--- src/busbar_pkg.sv ---
// constants and types shared by the bus bar channel handling block
// What this block does
// - both dedicated bus bar input sinks turn on only when the sink select code is all ones.
// - a check compares the dedicated pair's differential value from the main converter against the auxiliary one.
// - when the dedicated pair shares a cell channel, the channel check uses the cell plus bus bar value.
// - a channel bus bar is measured and filtered like any cell and reported in that channel's result pair.
// - marked channels skip the balance voltage check and over and under voltage detection.
// - a marked channel below 15: main versus auxiliary check compares sums of bus bar and adjacent cell; marked channel 15 compares alone unless 14 is marked.
// - the switch of the cell above a bus bar stops on timer expiry or voltage reached, whichever first.
// - the bus bar channel switch stays on until its timer expires, so the complete flag may come late.
// - the host writes the shared channel locator and the device uses it for common mode correction.
package busbar_pkg;
    localparam int unsigned num_channels = 16;
    localparam int unsigned value_width = 16;
    localparam logic [1:0] sink_all_on = 2'h3;
    localparam logic [value_width-1:0] compare_tolerance_reset = 16'h0040;
    localparam logic [3:0] locator_reset = 4'h0;
    localparam int unsigned position_half = 8;

    typedef enum logic [1:0] {
        check_idle = 2'b00,
        check_scan = 2'b01,
        check_done = 2'b10
    } check_state_t;
endpackage : busbar_pkg

--- src/busbar_value_if.sv ---
// interface carrying converter values and position marks to the compare unit
`timescale 1ns/10ps
`default_nettype none
interface busbar_value_if #(parameter int unsigned n = 16, parameter int unsigned w = 16);
    logic [n*w-1:0] main_values;
    logic [n*w-1:0] aux_values;
    logic [n-1:0] marked;
    logic [$clog2(n)-1:0] index;
    logic mismatch;
    modport ctrl (output main_values, output aux_values, output marked, output index, input mismatch);
    modport unit (input main_values, input aux_values, input marked, input index, output mismatch);
endinterface : busbar_value_if
`default_nettype wire

--- src/busbar_channel_handling.sv ---
// bus bar handling: sinks, compare scans, protector and balance masking
`timescale 1ns/10ps
`default_nettype none
module busbar_channel_handling #(
    parameter int unsigned n = busbar_pkg::num_channels,
    parameter int unsigned w = busbar_pkg::value_width
) (
    // clock and reset
    input wire logic clock_i,
    input wire logic rst_b_i,
    // configuration
    input wire logic [1:0] open_wire_sink_select_i,
    input wire logic [7:0] busbar_channel_position_low_i,
    input wire logic [7:0] busbar_channel_position_high_i,
    input wire logic [3:0] shared_channel_locator_i,
    input wire logic shared_locator_valid_i,
    input wire logic [w-1:0] compare_tolerance_i,
    input wire logic compare_go_i,
    // converter results (same clock)
    input wire logic [n*w-1:0] main_cell_values_i,
    input wire logic [n*w-1:0] aux_cell_values_i,
    input wire logic [w-1:0] main_busbar_value_i,
    input wire logic [w-1:0] aux_busbar_value_i,
    // protector and balancing raw events
    input wire logic [n-1:0] over_voltage_raw_i,
    input wire logic [n-1:0] under_voltage_raw_i,
    input wire logic protector_enable_i,
    input wire logic [n-1:0] balance_enable_i,
    input wire logic [n-1:0] balance_timer_expired_i,
    input wire logic [n-1:0] balance_voltage_reached_i,
    // outputs
    output logic busbar_positive_input_sink_o,
    output logic busbar_negative_input_sink_o,
    output logic [n*w-1:0] cell_result_pair_o,
    output logic [n-1:0] over_voltage_o,
    output logic [n-1:0] under_voltage_o,
    output logic [n-1:0] balance_switch_o,
    output logic balancing_complete_flag_o,
    output logic [n-1:0] compare_fault_o,
    output logic busbar_compare_fault_o,
    output logic compare_done_o,
    output logic [3:0] correction_channel_o,
    output logic correction_valid_o
);
    busbar_value_if #(.n(n), .w(w)) vals ();

    function automatic logic [w-1:0] absdiff(input logic [w-1:0] a, input logic [w-1:0] b);
        absdiff = (a > b) ? a - b : b - a;
    endfunction : absdiff

    logic [n-1:0] marked;
    assign marked = {busbar_channel_position_high_i, busbar_channel_position_low_i};

    assign vals.main_values = main_cell_values_i;
    assign vals.aux_values = aux_cell_values_i;
    assign vals.marked = marked;

    busbar_compare_unit #(.n(n), .w(w)) compare_unit (
        .vals(vals),
        .tolerance_i(compare_tolerance_i)
    );

    // open wire sinks
    always_ff @(posedge clock_i or negedge rst_b_i) begin
        if (!rst_b_i) begin
            busbar_positive_input_sink_o <= 1'b0;
            busbar_negative_input_sink_o <= 1'b0;
        end else begin
            busbar_positive_input_sink_o <= open_wire_sink_select_i == busbar_pkg::sink_all_on;
            busbar_negative_input_sink_o <= open_wire_sink_select_i == busbar_pkg::sink_all_on;
        end
    end

    // results pass unchanged; the bus bar channel shares the cell filter path upstream
    always_ff @(posedge clock_i or negedge rst_b_i) begin
        if (!rst_b_i) begin
            cell_result_pair_o <= '0;
        end else begin
            cell_result_pair_o <= main_cell_values_i;
        end
    end

    // common mode correction target; value stays at the shared cell, so sums are inherent
    always_ff @(posedge clock_i or negedge rst_b_i) begin
        if (!rst_b_i) begin
            correction_channel_o <= busbar_pkg::locator_reset;
            correction_valid_o <= 1'b0;
        end else begin
            correction_channel_o <= shared_channel_locator_i;
            correction_valid_o <= shared_locator_valid_i;
        end
    end

    // protector masking
    always_ff @(posedge clock_i or negedge rst_b_i) begin
        if (!rst_b_i) begin
            over_voltage_o <= '0;
            under_voltage_o <= '0;
        end else begin
            over_voltage_o <= protector_enable_i ? over_voltage_raw_i & ~marked : '0;
            under_voltage_o <= protector_enable_i ? under_voltage_raw_i & ~marked : '0;
        end
    end

    // balance switches: marked channel ignores voltage stop so the path above it stays intact
    logic [n-1:0] stop_now;
    assign stop_now = balance_timer_expired_i | (balance_voltage_reached_i & ~marked);
    always_ff @(posedge clock_i or negedge rst_b_i) begin
        if (!rst_b_i) begin
            balance_switch_o <= '0;
        end else begin
            balance_switch_o <= balance_enable_i & ~stop_now;
        end
    end

    always_ff @(posedge clock_i or negedge rst_b_i) begin
        if (!rst_b_i) begin
            balancing_complete_flag_o <= 1'b0;
        end else begin
            // flag waits for every enabled switch, including bus bar timers
            balancing_complete_flag_o <= (|balance_enable_i) && ((balance_enable_i & ~stop_now) == '0);
        end
    end

    // compare scan over channels plus dedicated pair
    busbar_pkg::check_state_t state_r;
    logic [$clog2(n)-1:0] index_r;
    assign vals.index = index_r;

    always_ff @(posedge clock_i or negedge rst_b_i) begin
        if (!rst_b_i) begin
            state_r <= busbar_pkg::check_idle;
            index_r <= '0;
        end else begin
            case (state_r)
                busbar_pkg::check_idle: begin
                    index_r <= '0;
                    if (compare_go_i) begin
                        state_r <= busbar_pkg::check_scan;
                    end
                end
                busbar_pkg::check_scan: begin
                    if (32'(index_r) == n - 1) begin
                        state_r <= busbar_pkg::check_done;
                    end else begin
                        index_r <= index_r + 1'b1;
                    end
                end
                busbar_pkg::check_done: begin
                    state_r <= busbar_pkg::check_idle;
                end
                default: begin
                    state_r <= busbar_pkg::check_idle;
                end
            endcase
        end
    end

    always_ff @(posedge clock_i or negedge rst_b_i) begin
        if (!rst_b_i) begin
            compare_fault_o <= '0;
            busbar_compare_fault_o <= 1'b0;
            compare_done_o <= 1'b0;
        end else begin
            compare_done_o <= state_r == busbar_pkg::check_done;
            if (state_r == busbar_pkg::check_idle && compare_go_i) begin
                compare_fault_o <= '0;
                busbar_compare_fault_o <= 1'b0;
            end else if (state_r == busbar_pkg::check_scan) begin
                compare_fault_o[index_r] <= vals.mismatch;
            end else if (state_r == busbar_pkg::check_done) begin
                busbar_compare_fault_o <= absdiff(main_busbar_value_i, aux_busbar_value_i)
                    > compare_tolerance_i;
            end
        end
    end

    a_sink_both_on: assert property (@(posedge clock_i) disable iff (!rst_b_i)
        busbar_positive_input_sink_o |-> $past(open_wire_sink_select_i) == 2'h3)
        else $error("sink on without all ones select");
    a_sink_pair_match: assert property (@(posedge clock_i) disable iff (!rst_b_i)
        busbar_positive_input_sink_o == busbar_negative_input_sink_o)
        else $error("sinks differ");
    a_ov_masked: assert property (@(posedge clock_i) disable iff (!rst_b_i)
        (over_voltage_o & $past(marked)) == '0)
        else $error("over voltage on marked channel");
    a_uv_masked: assert property (@(posedge clock_i) disable iff (!rst_b_i)
        (under_voltage_o & $past(marked)) == '0)
        else $error("under voltage on marked channel");
    a_timer_stops: assert property (@(posedge clock_i) disable iff (!rst_b_i)
        ((balance_switch_o & $past(balance_timer_expired_i)) == '0))
        else $error("switch on after timer expiry");
    a_volt_stops: assert property (@(posedge clock_i) disable iff (!rst_b_i)
        ((balance_switch_o & $past(balance_voltage_reached_i) & ~$past(marked)) == '0))
        else $error("switch on after voltage reached");
    a_busbar_holds: assert property (@(posedge clock_i) disable iff (!rst_b_i)
        (marked[1] && balance_enable_i[1] && !balance_timer_expired_i[1]) |=> balance_switch_o[1])
        else $error("bus bar switch dropped early");
    // outputs still hold reset values at the first edge after release, so skip that edge
    a_result_pass: assert property (@(posedge clock_i) disable iff (!rst_b_i)
        $past(rst_b_i) |-> cell_result_pair_o == $past(main_cell_values_i))
        else $error("result not reported");
    a_scan_length: assert property (@(posedge clock_i) disable iff (!rst_b_i)
        (state_r == busbar_pkg::check_idle && compare_go_i) |-> ##18 compare_done_o)
        else $error("compare done late");
    a_locator_used: assert property (@(posedge clock_i) disable iff (!rst_b_i)
        $past(rst_b_i) |-> correction_channel_o == $past(shared_channel_locator_i))
        else $error("locator not applied");
    a_sink_turns_on: assert property (@(posedge clock_i) disable iff (!rst_b_i)
        ($past(rst_b_i) && $past(open_wire_sink_select_i) == 2'h3) |-> busbar_negative_input_sink_o)
        else $error("sink off with all ones select");
    a_fault_clear: assert property (@(posedge clock_i) disable iff (!rst_b_i)
        (state_r == busbar_pkg::check_idle && compare_go_i) |=> (compare_fault_o == '0 && !busbar_compare_fault_o))
        else $error("faults not cleared on start");
    a_done_pulse: assert property (@(posedge clock_i) disable iff (!rst_b_i)
        compare_done_o |=> !compare_done_o)
        else $error("done held too long");

    c_scan: cover property (@(posedge clock_i) disable iff (!rst_b_i) compare_done_o);
    c_busbar_fault: cover property (@(posedge clock_i) disable iff (!rst_b_i) busbar_compare_fault_o);
    c_complete: cover property (@(posedge clock_i) disable iff (!rst_b_i) balancing_complete_flag_o);
    c_sinks: cover property (@(posedge clock_i) disable iff (!rst_b_i) busbar_positive_input_sink_o);
endmodule : busbar_channel_handling
`default_nettype wire

--- src/busbar_compare_unit.sv ---
// per-channel main versus auxiliary compare with bus bar summing
`timescale 1ns/10ps
`default_nettype none
module busbar_compare_unit #(
    parameter int unsigned n = 16,
    parameter int unsigned w = 16
) (
    // values
    busbar_value_if.unit vals,
    // tolerance
    input wire logic [w-1:0] tolerance_i
);
    function automatic logic [w:0] pick(input logic [n*w-1:0] v, input int unsigned i);
        pick = {1'b0, v[i*w +: w]};
    endfunction : pick

    function automatic logic [w:0] absdiff(input logic [w:0] a, input logic [w:0] b);
        absdiff = (a > b) ? a - b : b - a;
    endfunction : absdiff

    logic [w:0] main_sum;
    logic [w:0] aux_sum;
    int unsigned idx;
    always_comb begin
        idx = 32'(vals.index);
        main_sum = pick(vals.main_values, idx);
        aux_sum = pick(vals.aux_values, idx);
        // open upper balance pin makes the lone bus bar value meaningless on the aux path
        if (vals.marked[idx] && idx + 1 < n) begin
            main_sum = main_sum + pick(vals.main_values, idx + 1);
            aux_sum = aux_sum + pick(vals.aux_values, idx + 1);
        end else if (idx > 0 && vals.marked[idx-1]) begin
            main_sum = main_sum + pick(vals.main_values, idx - 1);
            aux_sum = aux_sum + pick(vals.aux_values, idx - 1);
        end
        vals.mismatch = absdiff(main_sum, aux_sum) > {1'b0, tolerance_i};
    end
endmodule : busbar_compare_unit
`default_nettype wire

--- config.mk ---
export PLATFORM = sky130hd
export DESIGN_NAME = busbar_channel_handling
export DESIGN_NICKNAME = d
export VERILOG_FILES = /design/src/busbar_pkg.sv /design/src/busbar_value_if.sv /design/src/busbar_channel_handling.sv /design/src/busbar_compare_unit.sv
export SDC_FILE = /design/constraint.sdc
export NUM_CORES = 1
export LEC_CHECK = 0
export BUFFER_PORTS_ARGS = -buffer_cell sky130_fd_sc_hd__buf_2
export CORE_AREA = 4 4 381 383
export DETAILED_ROUTE_END_ITERATION = 8
export DIE_AREA = 0 0 385 387
export GPL_TIMING_DRIVEN = 0
export SLEW_MARGIN = 20
export SYNTH_ARGS = -nofsm -noshare
export SYNTH_HDL_FRONTEND = slang
export SYNTH_HIERARCHICAL = 1
export SYNTH_SLANG_ARGS = --single-unit
--- constraint.sdc ---
create_clock -name clock_i -period 10.67 [get_ports clock_i]
set_clock_uncertainty 0.05 [all_clocks]
set_input_delay 3.201 -clock clock_i [delete_from_list [all_inputs] [get_ports clock_i]]
set_output_delay 3.201 -clock clock_i [all_outputs]
set_load 0.01 [all_outputs]
==> flow_summary_export.csv <==
group,metric,value,unit
worst_setup_path,critPathMostFrequentCell,"nand4_1",
floorplan,fp.coreArea,0.141,mm2
floorplan,rows,138,
min_path,hold_path.class,"flop to flop",
route,drc_errors,0,
cts,cts-root-buf,"clkbuf_16",
yosys,ys_types,94,
route,routed_wl,208000,um
worst_setup_path,slowest_stage,"mux4_2",
cts,h-tree-depth,2,
worst_setup_path,crit_required,11.07,ns
route,num_vias,30200,
timing,report.final.setup_viol,0,
timing,slew_violations,0,
placed_design,place_inst,5232,
cts,ctsHoldBuffers,0,
grt,grt_max_degree,101,
yosys,synth-seq-area-share,29.0,%
timing,fmax,96.0,MHz
grt,grt_first_pass_wirelength,269000,um
final_layout,fin_cells,5440,
final_layout,drive_above_1_share,51.5,%
floorplan,io_pins,997,
grt,grt_usage,26.8,%
floorplan,die_h,387,um
yosys,synth-edff-count,0,
timing,worst_pin_slew,1.22,ns
final_layout,areaGrowthSynthToFinish,34.5,%
cts,cts_buffer_depth,3,
yosys,syn_avg_cell_area,12.4,um2
worst_setup_path,startpoint_type,"input port",
timing,fin_crit,10.42,ns
final_layout,n_fill_cell,14900,
cts,clock-sinks,335,
worst_setup_path,crit_family,"compound AO/OA/AOI/OAI gates",
grt,grt_pass1_vias,29300,
cts,cts_buffers,41,
route,drt_first_iter_violations,4697,
worst_setup_path,cp_max_fo,10,
final_layout,fin_nets,4243,
timing,fin_crit_sh,97.6,%
timing,tns,0,ns
yosys,synthFlopType,"dfrtp_1",
status,status,"finished clean",
final_layout,postLayoutCellArea,0.0389,mm2
yosys,ys_ff_latch,335,
final_layout,seq_area,0.00839,mm2
floorplan,fp.dieW,385,um
route,drt-vias-per-instance,5.55,
timing,relSlewSlack,18.8,%
flow_run,max_cap_violations,0,
worst_setup_path,critPathBufInv,5,
floorplan,start_util,20.5,%
cts,cts_tree,"built",
worst_setup_path,worstSetupPathType,"input port to flop",
yosys,synthCells,2337,
placed_design,gp_congestion,1.06,
placed_design,postPlaceCellArea,0.0366,mm2
cts,clock_latency,0.59,ns
yosys,netlist_area,0.0290,mm2
yosys,syn-num-nets,3179,
timing,hold_viol,0,
worst_setup_path,arrival,10.82,ns
yosys,yosys_warnings,6,
final_layout,multiInputGateArea,0.0196,mm2
placed_design,dpl.hpwl,171000,um
cts,clk_pin_slew_worst_paths,0.06,ns
placed_design,io_buffers,996,
route,first_pass_iters,6,
grt,grt_overflow,0,
worst_setup_path,crit_path_end_kind,"flop",
route,wire_per_inst,38.3,um
floorplan,die_area,0.149,mm2
route,ant_nets,0,
final_layout,final_core_util,27.5,%
worst_setup_path,slowest_delay,0.55,ns
grt,grt_antenna_before_repair,180,
yosys,async_flop_share,100,%
synthesized netlist by cell type (33+ instances only):
cell type,n,area (um2)
a211oi_1,52,390
clkbuf_1,54,203
nor2_1,80,300
dfrtp_1,335,8380
mux4_2,421,9480
nor2b_1,60,375
buf_2,62,310
inv_1,104,390
xnor2_1,46,403
nand2_1,128,480
and3b_1,33,289
o21ai_0,115,576
a21oi_1,114,571
mux2i_1,104,1040
a21o_1,45,338
ha_1,167,2090
sequential cells by signal (all words and copies together) (netlist names):
signal and cells:
balance_switch_o 16, balancing_complete_flag_o 1, busbar_compare_fault_o 1, busbar_negative_input_sink_o 1, cell_result_pair_o 256, compare_done_o 1, compare_fault_o 16, correction_channel_o 4
correction_valid_o 1, index_r 4, over_voltage_o 16, state_r 2, under_voltage_o 16
kinds of logic after synthesis:
logic type	share of synthesized area [%]
compound gates	10.9
xor+xnor	2.27
fa+ha+maj	7.77
buf+inv	4.48
flops	29.0
mux	37.2
simple gates	8.43
cell usage in the layout, fill, tap and decap left out, drive strengths merged, types with 7 or more instances in the layout:
cell | netlist | final
buf | 112 | 1134
mux4 | 421 | 421
dfrtp | 335 | 335
ha | 167 | 167
nand2 | 129 | 129
o21ai | 120 | 120
diode | 0 | 119
a21oi | 115 | 115
inv | 108 | 111
clkbuf | 55 | 108
mux2i | 104 | 104
nor2 | 80 | 80
nor2b | 60 | 60
a211oi | 54 | 54
a21o | 47 | 47
xnor2 | 46 | 46
and3b | 33 | 33
xor2 | 29 | 29
nor3 | 29 | 29
o211ai | 24 | 24
mux2 | 23 | 23
o21a | 21 | 21
nor3b | 19 | 19
nand3 | 18 | 18
nand4 | 15 | 15
nand2b | 14 | 14
and2 | 13 | 13
nor4 | 11 | 11
clkinv | 0 | 11
o21bai | 10 | 10
or2 | 9 | 9
a221o | 8 | 8
a31oi | 8 | 8
fa | 8 | 8
o31ai | 8 | 8
and3 | 7 | 7
final timing paths:
check	start	endpoint	slack, ns	cells past startpoint
max in group asynchronous	rst_b_i	balance_switch_o[12]	6.99	3
min reg2reg	compare_fault_o[15]	compare_fault_o[15]	0.47	2
min in group asynchronous	rst_b_i	cell_result_pair_o[105]	2.40	1
max reg2reg	index_r[1]	compare_fault_o[3]	0.31	42
max	main_cell_values_i[128]	compare_fault_o[3]	0.25	36
min	compare_fault_o[15]	compare_fault_o[15]	0.47	2
layout make-up:
class	count	share of cell area (%)
diodes	119	0.765
plain buffers	166	2.85
clock buffers	54	2.89
clock inverters	19	0.643
inverters	108	1.05
multi-input cells	1727	50.5
flip-flops and latches	335	21.5
well taps	1890	6.07
repair buffers	1022	13.7
through the flow:
stage | setup WS (ns) | hold slack, ns
2_1_floorplan | 0.118 | 0.399
3_3_place_gp | -4.76 | 0.451
3_5_place_dp | -3.65 | 0.464
4_1_cts | 0.00214 | 0.477
5_1_grt | -0.00587 | 0.515
6_report | 0.251 | 0.471
layer usage:
metal / wire [um] / global-route usage, % / vias up / share of wire, %
li1: - / - / 11500 / -
met1: 75000 / 31.5 / 14900 / 36
met2: 86300 / 37.8 / 2954 / 41
met3: 25300 / 10.8 / 803 / 12
met4: 21200 / 22.9 / 66 / 10
met5: 453 / 0 / - / 0.22
worst reg2reg max path: cells and delay by family, from the launching register on:
kind,cells,cell delay (ns)
compound gates,14,3.34
flops,1,0.45
buf+inv,11,2.72
fa+ha+maj,4,1.50
mux,3,0.53
simple gates,10,1.63
timing repair:
| item | 4_1_cts | 5_1_grt |
|---|---|---|
| resized for setup | 75 | 70 |
| setup buffers | 5 | 12 |
| pin swaps | 8 | 29 |
| setup endpoints to repair | 16 | 16 |
Power is not shown: default switching activity piles up to over one toggle a cycle in this logic, so the estimate is an artifact.
